### src/shared/dfrs_pkg.sv
// Purpose: Constants for the drive frequency reference select block
// Assumes: 200 MHz pclk, frequencies in 0.01 Hz units, 12-bit samples
// Notes: Register byte offsets on a 32-bit APB word map
package dfrs_pkg;
	// Register byte offsets
	localparam logic [7:0] A_CFG = 8'h00;
	localparam logic [7:0] A_LOWER = 8'h04;
	localparam logic [7:0] A_UPPER = 8'h08;
	localparam logic [7:0] A_GAIN = 8'h0c;
	localparam logic [7:0] A_FILT = 8'h10;
	localparam logic [7:0] A_MAIN = 8'h14;
	localparam logic [7:0] A_LIMIT = 8'h18;
	localparam logic [7:0] A_STATUS = 8'h1c;
	localparam logic [7:0] A_PRESET = 8'h20;
	localparam logic [7:0] A_PRESET_END = 8'h38;
	// Configuration field positions
	localparam int CFG_TYPE = 0;
	localparam int CFG_LDIR = 3;
	localparam int CFG_UDIR = 4;
	localparam int CFG_NEGREV = 5;
	localparam int CFG_RETAIN = 6;
	localparam int CFG_STEP = 7;
	localparam int CFG_MODE = 8;
	localparam int CFG_SRC = 11;
	localparam int CFG_ASSIGN = 12;
	localparam int CFG_W = 13;
	// Analog input types
	typedef enum logic [2:0] {
		IN_V10 = 3'b000,
		IN_V5 = 3'b001,
		IN_I20 = 3'b010,
		IN_I4 = 3'b011,
		IN_STACK = 3'b100
	} dfrs_in_t;
	// Speed program modes
	localparam logic [2:0] MODE_NORMAL = 3'h0;
	localparam logic [2:0] MODE_FOUR = 3'h1;
	localparam logic [2:0] MODE_MULTI = 3'h2;
	localparam logic [2:0] MODE_MAX = 3'h5;
	// Limits and reset values
	localparam logic [15:0] LOWER_MAX = 16'h9c40;
	localparam logic [15:0] UPPER_MAX = 16'hea60;
	localparam logic [15:0] UPPER_RST = 16'h1388;
	localparam logic [15:0] STACK_FULL = 16'h1388;
	localparam logic [15:0] MAIN_RST = 16'h0000;
	localparam logic [9:0] GAIN_MAX = 10'h3e8;
	localparam logic [5:0] FILT_MAX = 6'h32;
	localparam logic [5:0] FILT_RST = 6'h14;
	localparam logic [15:0] STEP_COARSE = 16'h000a;
	localparam logic [15:0] STEP_FINE = 16'h0001;
	localparam logic [11:0] ADC_FULL = 12'hfff;
	localparam logic [11:0] ADC_HALF = 12'h7ff;
	localparam logic [11:0] ADC_4MA = 12'h333;
	localparam logic [39:0] METER_DEN = 40'h0003938700;
	localparam logic [15:0] PRESET_RST [7] = '{16'h05dc, 16'h07d0, 16'h09c4,
		16'h0bb8, 16'h0dac, 16'h0fa0, 16'h0032};
	// Filter update time
	localparam int CLK_NS = 5;
	localparam int FILT_TICK_NS = 1000;
	localparam int FILT_TICK_CYC = FILT_TICK_NS / CLK_NS;
endpackage

### src/dfrs_top.sv
// Purpose: Frequency command from analog curve, up/down keys and presets
// Assumes: APB slave, zero wait state, samples arrive on pclk
// Notes: Functional notes follow
`timescale 1ns/1ps
`default_nettype none
module dfrs_top (
	// Clock and reset
	input wire logic pclk,
	input wire logic presetn,
	// APB slave
	input wire logic [7:0] paddr,
	input wire logic psel,
	input wire logic penable,
	input wire logic pwrite,
	input wire logic [31:0] pwdata,
	output logic [31:0] prdata,
	output logic pready,
	output logic pslverr,
	// Converter samples on pclk
	input wire logic [11:0] volt_sample,
	input wire logic [11:0] curr_sample,
	// Terminal pins, asynchronous
	input wire logic fwd_rev_pin,
	input wire logic run_pin,
	input wire logic up_key_pin,
	input wire logic down_key_pin,
	input wire logic [2:0] speed_sel_pin,
	input wire logic ext_dir_pin,
	input wire logic [1:0] ext_ramp_pin,
	// Command outputs
	output logic [15:0] freq_cmd,
	output logic dir_reverse,
	output logic [1:0] ramp_sel,
	output logic ramp_external,
	output logic [11:0] meter_out,
	output logic type_invalid
);
	// Software registers
	logic [dfrs_pkg::CFG_W-1:0] cfg;
	logic [15:0] lower_point_frequency, upper_point_frequency;
	logic [9:0] meter_output_gain;
	logic [5:0] analog_filter_constant;
	logic [15:0] main_frequency_setpoint, lower_limit;
	logic [15:0] preset_frequency [7];
	// Config fields
	logic [2:0] analog_input_type, speed_program_mode;
	logic lower_point_bias_dir, upper_point_bias_dir, negative_bias_reverse_enable;
	logic updown_change_retain, updown_step_size, main_frequency_source, sel_assigned;
	assign analog_input_type = cfg[dfrs_pkg::CFG_TYPE +: 3];
	assign lower_point_bias_dir = cfg[dfrs_pkg::CFG_LDIR];
	assign upper_point_bias_dir = cfg[dfrs_pkg::CFG_UDIR];
	assign negative_bias_reverse_enable = cfg[dfrs_pkg::CFG_NEGREV];
	assign updown_change_retain = cfg[dfrs_pkg::CFG_RETAIN];
	assign updown_step_size = cfg[dfrs_pkg::CFG_STEP];
	assign speed_program_mode = cfg[dfrs_pkg::CFG_MODE +: 3];
	assign main_frequency_source = cfg[dfrs_pkg::CFG_SRC];
	assign sel_assigned = cfg[dfrs_pkg::CFG_ASSIGN];

	// Pin synchroniser, two stages then an edge history stage
	logic [9:0] pin_raw, sync1, sync2, sync3;
	assign pin_raw = {ext_ramp_pin, ext_dir_pin, speed_sel_pin, down_key_pin,
		up_key_pin, run_pin, fwd_rev_pin};
	always_ff @(posedge pclk or negedge presetn) begin
		if (!presetn) begin
			sync1 <= '0;
			sync2 <= '0;
			sync3 <= '0;
		end else begin
			sync1 <= pin_raw;
			sync2 <= sync1;
			sync3 <= sync2;
		end
	end
	logic fwd_rev, up_edge, down_edge, run_fall;
	assign fwd_rev = sync2[0];
	assign run_fall = sync3[1] & ~sync2[1];
	assign up_edge = sync2[2] & ~sync3[2];
	assign down_edge = sync2[3] & ~sync3[3];

	// APB handshake, write strobe at the access edge
	logic wr_en, hit;
	logic [2:0] pidx;
	assign wr_en = psel & penable & pready & pwrite;
	assign pidx = 3'((paddr - dfrs_pkg::A_PRESET) >> 2);
	assign hit = (paddr <= dfrs_pkg::A_PRESET_END) && (paddr[1:0] == 2'b00);

	// Register next values, writes clamp to legal ranges
	logic [dfrs_pkg::CFG_W-1:0] next_cfg;
	logic [15:0] next_lower, next_upper, next_main, next_limit;
	logic [9:0] next_gain;
	logic [5:0] next_filt;
	logic [15:0] next_preset [7];
	always_comb begin
		next_cfg = cfg;
		next_lower = lower_point_frequency;
		next_upper = upper_point_frequency;
		next_gain = meter_output_gain;
		next_filt = analog_filter_constant;
		next_main = main_frequency_setpoint;
		next_limit = lower_limit;
		next_preset = preset_frequency;
		if (wr_en) begin
			unique case (paddr)
				dfrs_pkg::A_CFG: begin
					next_cfg = pwdata[dfrs_pkg::CFG_W-1:0];
					if (pwdata[dfrs_pkg::CFG_MODE +: 3] > dfrs_pkg::MODE_MAX)
						next_cfg[dfrs_pkg::CFG_MODE +: 3] = dfrs_pkg::MODE_MAX;
				end
				dfrs_pkg::A_LOWER: next_lower = (pwdata[15:0] > dfrs_pkg::LOWER_MAX) ?
					dfrs_pkg::LOWER_MAX : pwdata[15:0];
				dfrs_pkg::A_UPPER: next_upper = (pwdata[15:0] > dfrs_pkg::UPPER_MAX) ?
					dfrs_pkg::UPPER_MAX : pwdata[15:0];
				dfrs_pkg::A_GAIN: next_gain = (pwdata[9:0] > dfrs_pkg::GAIN_MAX) ?
					dfrs_pkg::GAIN_MAX : pwdata[9:0];
				dfrs_pkg::A_FILT: next_filt = (pwdata[5:0] > dfrs_pkg::FILT_MAX) ?
					dfrs_pkg::FILT_MAX : pwdata[5:0];
				dfrs_pkg::A_MAIN: next_main = (pwdata[15:0] > dfrs_pkg::UPPER_MAX) ?
					dfrs_pkg::UPPER_MAX : pwdata[15:0];
				dfrs_pkg::A_LIMIT: next_limit = (pwdata[15:0] > dfrs_pkg::UPPER_MAX) ?
					dfrs_pkg::UPPER_MAX : pwdata[15:0];
				default: begin
					// Presets, status is read only
					if (hit && paddr >= dfrs_pkg::A_PRESET)
						next_preset[pidx] = (pwdata[15:0] > dfrs_pkg::LOWER_MAX) ?
							dfrs_pkg::LOWER_MAX : pwdata[15:0];
				end
			endcase
		end
	end
	// bias and all control bits reset to zero
	always_ff @(posedge pclk or negedge presetn) begin
		if (!presetn) begin
			cfg <= '0;
			lower_point_frequency <= '0;
			upper_point_frequency <= dfrs_pkg::UPPER_RST;
			meter_output_gain <= dfrs_pkg::GAIN_MAX;
			analog_filter_constant <= dfrs_pkg::FILT_RST;
			main_frequency_setpoint <= dfrs_pkg::MAIN_RST;
			lower_limit <= '0;
			preset_frequency <= dfrs_pkg::PRESET_RST;
		end else begin
			cfg <= next_cfg;
			lower_point_frequency <= next_lower;
			upper_point_frequency <= next_upper;
			meter_output_gain <= next_gain;
			analog_filter_constant <= next_filt;
			main_frequency_setpoint <= next_main;
			lower_limit <= next_limit;
			preset_frequency <= next_preset;
		end
	end

	// Filter tick divider and per-constant pacing
	logic [7:0] tick_cnt, next_tick_cnt;
	logic [5:0] pace, next_pace;
	logic step_en;
	always_comb begin
		next_tick_cnt = (tick_cnt == 8'(dfrs_pkg::FILT_TICK_CYC - 1)) ? '0 : tick_cnt + 8'h01;
		next_pace = pace;
		step_en = 1'b0;
		if (tick_cnt == '0) begin
			step_en = (pace >= analog_filter_constant);
			next_pace = step_en ? '0 : pace + 6'h01;
		end
	end
	always_ff @(posedge pclk or negedge presetn) begin
		if (!presetn) begin
			tick_cnt <= '0;
			pace <= '0;
		end else begin
			tick_cnt <= next_tick_cnt;
			pace <= next_pace;
		end
	end

	// one low-pass per channel, moves one eighth per paced step
	logic [11:0] filt [2];
	logic [11:0] raw [2];
	assign raw[0] = volt_sample;
	assign raw[1] = curr_sample;
	for (genvar c = 0; c < 2; c++) begin : g_filt
		logic [11:0] next_f;
		logic signed [12:0] diff, delta;
		always_comb begin
			diff = $signed({1'b0, raw[c]}) - $signed({1'b0, filt[c]});
			delta = diff >>> 3;
			// Creep the last few codes so the output settles exactly
			if (delta == '0 && diff != '0)
				delta = diff[12] ? -13'sd1 : 13'sd1;
			next_f = filt[c];
			if (analog_filter_constant == '0)
				next_f = raw[c];
			else if (step_en)
				next_f = 12'($signed({1'b0, filt[c]}) + delta);
		end
		always_ff @(posedge pclk or negedge presetn) begin
			if (!presetn)
				filt[c] <= '0;
			else
				filt[c] <= next_f;
		end
	end

	// Analog curve: normalise, map, then apply bias sign
	logic [11:0] x;
	logic [14:0] i4_tmp;
	logic signed [31:0] lp, hp, curve;
	logic [25:0] stack_sum;
	logic [15:0] an_freq;
	logic an_rev, in_bad;
	always_comb begin
		i4_tmp = 15'((filt[1] - dfrs_pkg::ADC_4MA) * 15'd5) >> 2;
		lp = lower_point_bias_dir ? -$signed({16'h0, lower_point_frequency})
			: $signed({16'h0, lower_point_frequency});
		hp = upper_point_bias_dir ? -$signed({16'h0, upper_point_frequency})
			: $signed({16'h0, upper_point_frequency});
		in_bad = 1'b0;
		unique case (analog_input_type)
			dfrs_pkg::IN_V10: x = filt[0];
			dfrs_pkg::IN_V5: x = (filt[0] >= dfrs_pkg::ADC_HALF) ? dfrs_pkg::ADC_FULL
				: {filt[0][10:0], 1'b0};
			dfrs_pkg::IN_I20: x = filt[1];
			dfrs_pkg::IN_I4: x = (filt[1] <= dfrs_pkg::ADC_4MA) ? '0
				: (i4_tmp > 15'(dfrs_pkg::ADC_FULL)) ? dfrs_pkg::ADC_FULL : i4_tmp[11:0];
			dfrs_pkg::IN_STACK: x = '0;
			default: begin
				x = '0;
				in_bad = 1'b1;
			end
		endcase
		curve = lp + ((hp - lp) * $signed({20'h0, x})) / $signed({20'h0, dfrs_pkg::ADC_FULL});
		stack_sum = ({14'h0, filt[0]} + {14'h0, filt[1]}) * 26'(dfrs_pkg::STACK_FULL)
			/ (26'(dfrs_pkg::ADC_FULL) << 1);
		an_rev = 1'b0;
		an_freq = '0;
		if (in_bad)
			an_freq = '0;
		else if (analog_input_type == dfrs_pkg::IN_STACK)
			an_freq = stack_sum[15:0];
		// negative bias only reverses when enabled
		else if (curve < 0) begin
			an_rev = negative_bias_reverse_enable;
			an_freq = negative_bias_reverse_enable ? 16'(-curve) : '0;
		end else
			an_freq = curve[15:0];
	end

	// Up/down working frequency
	logic [15:0] ud_freq, next_ud, step;
	logic [16:0] ud_up;
	always_comb begin
		step = updown_step_size ? dfrs_pkg::STEP_FINE : dfrs_pkg::STEP_COARSE;
		ud_up = {1'b0, ud_freq} + {1'b0, step};
		next_ud = ud_freq;
		if (wr_en && paddr == dfrs_pkg::A_MAIN)
			next_ud = next_main;
		// discard change at stop unless retained
		else if (run_fall && !updown_change_retain)
			next_ud = main_frequency_setpoint;
		else if (up_edge)
			next_ud = (ud_up > {1'b0, dfrs_pkg::UPPER_MAX}) ? dfrs_pkg::UPPER_MAX : ud_up[15:0];
		else if (down_edge)
			next_ud = ({1'b0, ud_freq} <= {1'b0, lower_limit} + {1'b0, step}) ? lower_limit
				: ud_freq - step;
	end
	always_ff @(posedge pclk or negedge presetn) begin
		if (!presetn)
			ud_freq <= dfrs_pkg::MAIN_RST;
		else
			ud_freq <= next_ud;
	end

	// Source and speed selection
	logic [2:0] code;
	logic [15:0] main_f, sel_f, next_freq;
	logic multi, next_rev;
	logic [39:0] meter_prod;
	logic [11:0] next_meter;
	always_comb begin
		main_f = main_frequency_source ? an_freq : ud_freq;
		// eight speeds only when assigned and mode 2
		multi = (speed_program_mode == dfrs_pkg::MODE_MULTI) && sel_assigned;
		// four speed mode uses two terminals
		if (multi)
			code = sync2[6:4];
		else if (speed_program_mode == dfrs_pkg::MODE_FOUR)
			code = {1'b0, sync2[5:4]};
		else
			code = '0;
		// code zero is the main frequency
		sel_f = (code == '0) ? main_f : preset_frequency[code - 3'h1];
		next_freq = sel_f;
		// direction from terminal in multi mode
		if (multi)
			next_rev = sync2[7];
		else
			next_rev = (main_frequency_source && code == '0 && an_rev) ^ fwd_rev;
		// meter scaled by gain, full scale at top frequency with gain 1000
		meter_prod = {24'h0, next_freq} * {30'h0, meter_output_gain} * {28'h0, dfrs_pkg::ADC_FULL}
			/ dfrs_pkg::METER_DEN;
		next_meter = meter_prod[11:0];
	end

	// APB read data
	logic [31:0] rd;
	always_comb begin
		rd = '0;
		unique case (paddr)
			dfrs_pkg::A_CFG: rd = {19'h0, cfg};
			dfrs_pkg::A_LOWER: rd = {16'h0, lower_point_frequency};
			dfrs_pkg::A_UPPER: rd = {16'h0, upper_point_frequency};
			dfrs_pkg::A_GAIN: rd = {22'h0, meter_output_gain};
			dfrs_pkg::A_FILT: rd = {26'h0, analog_filter_constant};
			dfrs_pkg::A_MAIN: rd = {16'h0, main_frequency_setpoint};
			dfrs_pkg::A_LIMIT: rd = {16'h0, lower_limit};
			dfrs_pkg::A_STATUS: rd = {13'h0, type_invalid, ramp_external, dir_reverse, freq_cmd};
			default: rd = hit ? {16'h0, preset_frequency[pidx]} : '0;
		endcase
	end

	// Output and bus flops
	always_ff @(posedge pclk or negedge presetn) begin
		if (!presetn) begin
			freq_cmd <= '0;
			dir_reverse <= 1'b0;
			ramp_sel <= '0;
			ramp_external <= 1'b0;
			meter_out <= '0;
			type_invalid <= 1'b0;
			pready <= 1'b0;
			pslverr <= 1'b0;
			prdata <= '0;
		end else begin
			freq_cmd <= next_freq;
			dir_reverse <= next_rev;
			ramp_sel <= multi ? sync2[9:8] : '0;
			ramp_external <= multi;
			meter_out <= next_meter;
			type_invalid <= in_bad;
			// Zero wait: ready in the first access cycle
			pready <= psel & ~penable;
			pslverr <= psel & ~penable & ~hit;
			prdata <= (psel & ~penable & ~pwrite) ? rd : prdata;
		end
	end
endmodule
`default_nettype wire

### config.mk
export PLATFORM = sky130hd
export DESIGN_NAME = dfrs_top
export DESIGN_NICKNAME = d
export VERILOG_FILES = /design/src/shared/dfrs_pkg.sv /design/src/dfrs_top.sv
export SDC_FILE = /design/constraint.sdc
export NUM_CORES = 2
export LEC_CHECK = 0
export BUFFER_PORTS_ARGS = -buffer_cell sky130_fd_sc_hd__clkbuf_2
export CORE_ASPECT_RATIO = 0.7
export CORE_MARGIN = 2
export CORE_UTILIZATION = 66
export DETAILED_ROUTE_END_ITERATION = 16
export HOLD_SLACK_MARGIN = 0.06
export PLACE_DENSITY = 0.85
export RECOVER_POWER = 50
export SETUP_SLACK_MARGIN = 0.1
export SYNTH_ARGS = -nofsm -noshare
export SYNTH_HDL_FRONTEND = slang
export SYNTH_SLANG_ARGS = --single-unit
### constraint.sdc
create_clock -name pclk -period 62.1 [get_ports pclk]
set_input_delay 12.42 -clock pclk [delete_from_list [all_inputs] [get_ports pclk]]
set_output_delay 12.42 -clock pclk [all_outputs]
set_load 0.02 [all_outputs]
Yosys cells after proc, flatten, opt, wreduce, memory -nomap -nowiden. Index checks and enable logic that the tools add are counted.

Multipliers: 5. $lt $le $gt $ge: 17. Eq/ne operators: 14. Mux-type cells: 56. Divide/modulo/power cells: 3. Reductions and logical operators: 32. Bitwise operators: 19. Add/subtract/negate cells: 18.

Operators with widths (count): 16-bit two-way mux (22); 19-bit case mux with 8 select lines (1); 12-bit two-way mux (11); 112-bit bitwise mux (1); 16-bit binary-select mux with 3-bit select (2); 32-bit two-way mux (2); 16-bit negation with 32-bit output (2); 16-bit demux with 3-bit select (1); 12-bit case mux with 4 select lines (1); 38-bit by 26-bit divider with 40-bit output, second input constant (1); 26-bit by 12-bit multiplier with 38-bit output, second input constant (1); 16-bit by 4-bit adder with 17-bit output (2); 32-bit adder (1); 32-bit by 13-bit divider with 32-bit output, second input constant (1); 8-bit by 5-bit == test with 1-bit output, second input constant (4); 16-bit greater-than comparator, second input constant (2); 32-bit by 1-bit less-than comparator with 1-bit output, second input constant (1); 32-bit by 13-bit multiplier with 32-bit output (1); 32-bit subtractor (1); 26-bit by 13-bit divider with 26-bit output, second input constant (1); 13-bit logical NOT (2); 16-bit by 10-bit multiplier with 26-bit output (1); 13-bit nonzero test (2); 12-bit by 12-bit subtractor with 13-bit output (2); other kinds (53) (98).

Output and inout port bits: 67. Word-level logic and storage cells: 195. Flip-flop bits (word level): 350. Input port bits: 79.

Depth between registers and ports, before layout.
Word-level depth: 19. Gate-level depth with buffers: 260. Depth with buffers taken out: 234.

Least setup slack after synthesis. No wires, ideal clock.

Path type: reg2reg. Start: register upper_point_frequency[6]. End: register meter_out[0]. Path slack: 6904 ps. Path buffers: 16. Library setup time: 129 ps. Data required time: 61971 ps. Data arrival time: 55067 ps. Stages on the path, launching flop included: 239. Period minus slack after synthesis: 55196 ps. Cells stage by stage: dfrtp_1 or4_1 or4_1 or3_1 clkbuf_1 nor2_1 ha_1 nand2_1 o21ai_0 ha_1 a21oi_1 and2_1 a22o_1 a21oi_1 a21o_1 a21o_1 xnor2_1 nor2_1 [... 203 more ...] o31ai_1 nor3_1 a311o_1 a31oi_1 nor3_1 a21o_1 nor4_1 o21a_1 mux2i_1 o21ai_0 o21ai_1 nand2_1 o21ai_1 nand2_1 and4_1 o21ai_1 a311oi_1 a21oi_1.

Word-level cells in the longest chain between the ends: 16. Elaborated cells between the ends (all ways): 17. Those cells by class: add/sub: 4; mul: 3; div: 2; order compare: 1; mux: 7.

RTL lines: from (decl) (RTL line dfrs_top.sv:40) `logic [15:0] lower_point_frequency, upper_point_frequency;`; from (signal assigned) (RTL line dfrs_top.sv:135) `upper_point_frequency <= dfrs_pkg::UPPER_RST;`; from (signal assigned) (RTL line dfrs_top.sv:144) `upper_point_frequency <= next_upper;`; 16-bit negation with 32-bit output (RTL line dfrs_top.sv:215) `hp = upper_point_bias_dir ? -$signed({16'h0, upper_point_frequency})`; 32-bit two-way mux (*) (RTL line dfrs_top.sv:215); 32-bit subtractor (*) (RTL line dfrs_top.sv:231) `curve = lp + ((hp - lp) * $signed({20'h0, x})) / $signed({20'h0, dfrs_pkg::ADC_FULL});`; 32-bit by 13-bit multiplier with 32-bit output (*) (RTL line dfrs_top.sv:231); 32-bit by 13-bit divider with 32-bit output (*) (RTL line dfrs_top.sv:231); 32-bit adder (*) (RTL line dfrs_top.sv:231); 16-bit negation (RTL line dfrs_top.sv:243) `an_freq = negative_bias_reverse_enable ? 16'(-curve) : '0;`; 16-bit two-way mux (RTL line dfrs_top.sv:243); 16-bit two-way mux (*) (RTL line dfrs_top.sv:241) `else if (curve < 0) begin`; 16-bit two-way mux (*) (RTL line dfrs_top.sv:238) `else if (analog_input_type == dfrs_pkg::IN_STACK)`; 16-bit two-way mux (*) (RTL line dfrs_top.sv:236) `if (in_bad)`; 16-bit two-way mux (*) (RTL line dfrs_top.sv:280) `main_f = main_frequency_source ? an_freq : ud_freq;`; 16-bit two-way mux (*) (RTL line dfrs_top.sv:291) `sel_f = (code == '0) ? main_f : preset_frequency[code - 3'h1];`; 16-bit by 10-bit multiplier with 26-bit output (*) (RTL line dfrs_top.sv:299) `meter_prod = {24'h0, next_freq} * {30'h0, meter_output_gain} * {28'h0, dfrs_pkg::ADC_FULL}`; 26-bit by 12-bit multiplier with 38-bit output (*) (RTL line dfrs_top.sv:299); 38-bit by 26-bit divider with 40-bit output (*) (RTL line dfrs_top.sv:300) `/ dfrs_pkg::METER_DEN;`; net meter_prod[0] (RTL line dfrs_top.sv:277) `logic [39:0] meter_prod;`; to (signal assigned) (RTL line dfrs_top.sv:338) `meter_out <= next_meter;`; to (decl) (RTL line dfrs_top.sv:35) `output logic [11:0] meter_out,`.

The timed path passes the listed nets; every way through them passes the cells marked *. A chain may end at the register's enable or synchronous reset.

Worst setup path after layout. Same ends and word-level chain as after synthesis.

==> results.cfg <==
[status]
status = finished with violations
violations = max-capacitance violations, max-slew violations

[clock_network]
cts_made_buffers = 37
cts-root-buf = clkbuf_16
cts_tree = built
htreeDepth = 2
clock_latency_ns = 0.61
clk_pin_slew_ns = 0.07
cts_buffer_depth = 3
cts.sinks = 336

[sta]
period_share_pct = 95.7
slew_viol_final = 364
fmax_mhz = 16.8
tightest_slew_ns = 7.59
finalHoldViolCount = 0
min_period_ns = 59.43
maxSlewHeadroom_pct = -406
finalSetupViolations = 0
finClkSkew_ns = 0.0405

[critical_path]
path_class = reg -> reg
crit_cells = 235
reg2regPathDepth = 235
ff2ff_setup_slack_ns = 2.67
crit_required_ns = 62.63
critPathLaunchType = flip-flop
r2r_start = upper_point_frequency[6]$_DFFE_PN0P_
worstSetupEndpoint = meter_out[0]$_DFF_PN0_
cpMostUsedCell = a21oi_1
cpPeakStageDelay_ns = 0.70
worstPathMaxFanout = 13
reg2reg_to = meter_out[0]$_DFF_PN0_
crit_family = compound AO/OA/AOI/OAI gates
path_buf_inv = 34
slowest_stage = fa_1
cp-startpoint = upper_point_frequency[6]$_DFFE_PN0P_
arrival_ns = 59.96
endpoint_kind = flip-flop

[run]
cap_violations = 4

[detailed_routing]
routed_wl_um = 219000
drcViolationCount = 0
dr.pass1.iters = 8
route.detailed.wl_per_inst_um = 21.5
vias = 68353
avgViaCountPerCell = 6.72
ant_nets = 0
drt_iter0_drc = 9299

[global_route]
grt_first_pass_wirelength_um = 350000
antenna_found_initial = 9
grt_pass1_vias = 64865
grt_max_degree = 146
grt_usage_pct = 40.5
grt-ovfl-total = 0

[floorplanning]
core_mm2 = 0.102
core.rowCount = 98
io_pins = 146
die_h_um = 272
chipWidth_um = 387
dieArea_mm2 = 0.105
initial_core_util_pct = 66.4

[yosys]
synth_area_leaders = fa_1 16%, dfrtp_1 10%, ha_1 8.6%
netlist_area_mm2 = 0.0678
synthFlopType = dfrtp_1
async_flop_share_pct = 100
synth_edf_count = 0
yosysTopAreaCell = fa_1
yosysUniqueCellTypes = 145
syn_avg_cell_area_um2 = 7.88
ys_seq_area_share_pct = 12.5
syn_inst = 8603
synth.most_common_cell = nand2_1
synth_warnings = 0
synth_seq_cells = 336
synth_top_area_share_pct = 16.0
synth_commonest_cells = 927 x nand2_1, 909 x inv_1, 669 x nor2_1, 541 x fa_1, 492 x o21ai_0

[placement]
portBuffers = 116
gp_routability_congestion = 1.04
post-dp-hpwl_um = 171000

[finish]
area_growth_pct = 8.72
layout-drive-gt1-share_pct = 11.0
utilization_pct = 72.2
nets = 9877

[worst_hold_path]
hp-class = reg -> reg
## sequential cells by signal, summed over array words and instances, names as in the netlist, 16 cells and up
register,count
filt,24
ud_freq,16
prdata,19
freq_cmd,16
main_frequency_setpoint,16
lower_point_frequency,16
upper_point_frequency,16
preset_frequency,112
lower_limit,16
## metrics by stage
step           setup TNS, ns  worst slack [ns]  std cells  area, µm²  hold WS [ns]
6_report                   0              2.67      10178      73700         0.348
5_1_grt               -0.401            -0.401      10173      73700         0.354
4_1_cts                    0             0.153      10130      72600         0.342
3_5_place_dp               0             0.386      10062      71300         0.336
3_3_place_gp               0              1.73      10062      71300         0.332
2_1_floorplan              0              6.90       8615      67800         0.331
## per-layer routing
layer | up-vias | track usage [%] | wire length, µm
met1 | 32628 | 56.8 | 88100
met4 | 10 | 16.6 | 10600
met5 | - | 0 | 65
met3 | 730 | 11.0 | 29000
li1 | 30479 | - | -
met2 | 4506 | 59.2 | 91500
## worst reg2reg max path, delay by kind of cell (launching register included)
family                   cells  cell delay, ns
XOR/XNOR                    12            3.17
flip-flops                   1            0.51
adder cells (fa/ha/maj)     22           10.00
AND/OR/NAND/NOR             50           14.01
AO/OA/AOI/OAI              113           25.84
multiplexers                 4            1.15
buffers and inverters       34            4.70
## cell families after synthesis
logic type                 after synthesis  share of synthesized area [%]
muxes                                  215                           3.91
adders and majority gates             1024                           24.8
DFF                                    336                           12.5
buffers and inverters                 1270                           7.18
other                                    1                        0.00553
and+or+nand+nor                       2846                           20.5
AOI/OAI and AO/OA                     2252                           22.4
xor gates and xnor gates               659                           8.63
## worst min path at each step
stage | from | end | slack, ns | depth (start not counted)
after floorplan | sync1[0]$_DFF_PN0_ | sync2[0]$_DFF_PN0_ | 0.33 | 0
after detailed placement | sync1[4]$_DFF_PN0_ | sync2[4]$_DFF_PN0_ | 0.34 | 0
after global routing | sync1[1]$_DFF_PN0_ | sync2[1]$_DFF_PN0_ | 0.35 | 0
after CTS | sync1[0]$_DFF_PN0_ | sync2[0]$_DFF_PN0_ | 0.34 | 0
final | sync1[9]$_DFF_PN0_ | sync2[9]$_DFF_PN0_ | 0.35 | 0
after global placement | sync1[4]$_DFF_PN0_ | sync2[4]$_DFF_PN0_ | 0.33 | 0
## placed cells by master (no fill, tap or decap), drive strengths merged, types with 196 or more instances in the layout
master / netlist / final
dfrtp: 282 / 282
o21ai: 567 / 567
ha: 465 / 465
nand3: 220 / 220
buf: 64 / 371
xor2: 196 / 196
inv: 915 / 917
nand2: 927 / 927
nor2: 670 / 670
xnor2: 460 / 460
a21oi: 481 / 481
fa: 541 / 541
## area by class of cell
type,count,area [µm²]
multi-input combinational,7010,55500
sequential,336,8480
inverter,917,3440
clock inverter,18,224
clock buffer,50,1040
timing repair buffer,490,3310
antenna,7,17.5
fill,7722,28300
tap,1350,1690
## repair_timing
| item | 4_1_cts | 5_1_grt |
|---|---|---|
| gates cloned | 0 | 1 |
| pin swaps | 0 | 31 |
| resized for setup | 1 | 177 |
| buffers inserted | 0 | 40 |
| endpoints found under the setup margin | 1 | 4 |
| hold buffers | 0 | 0 |
Power is not shown: default switching activity piles up to over one toggle a cycle in this logic, so the estimate is an artifact.
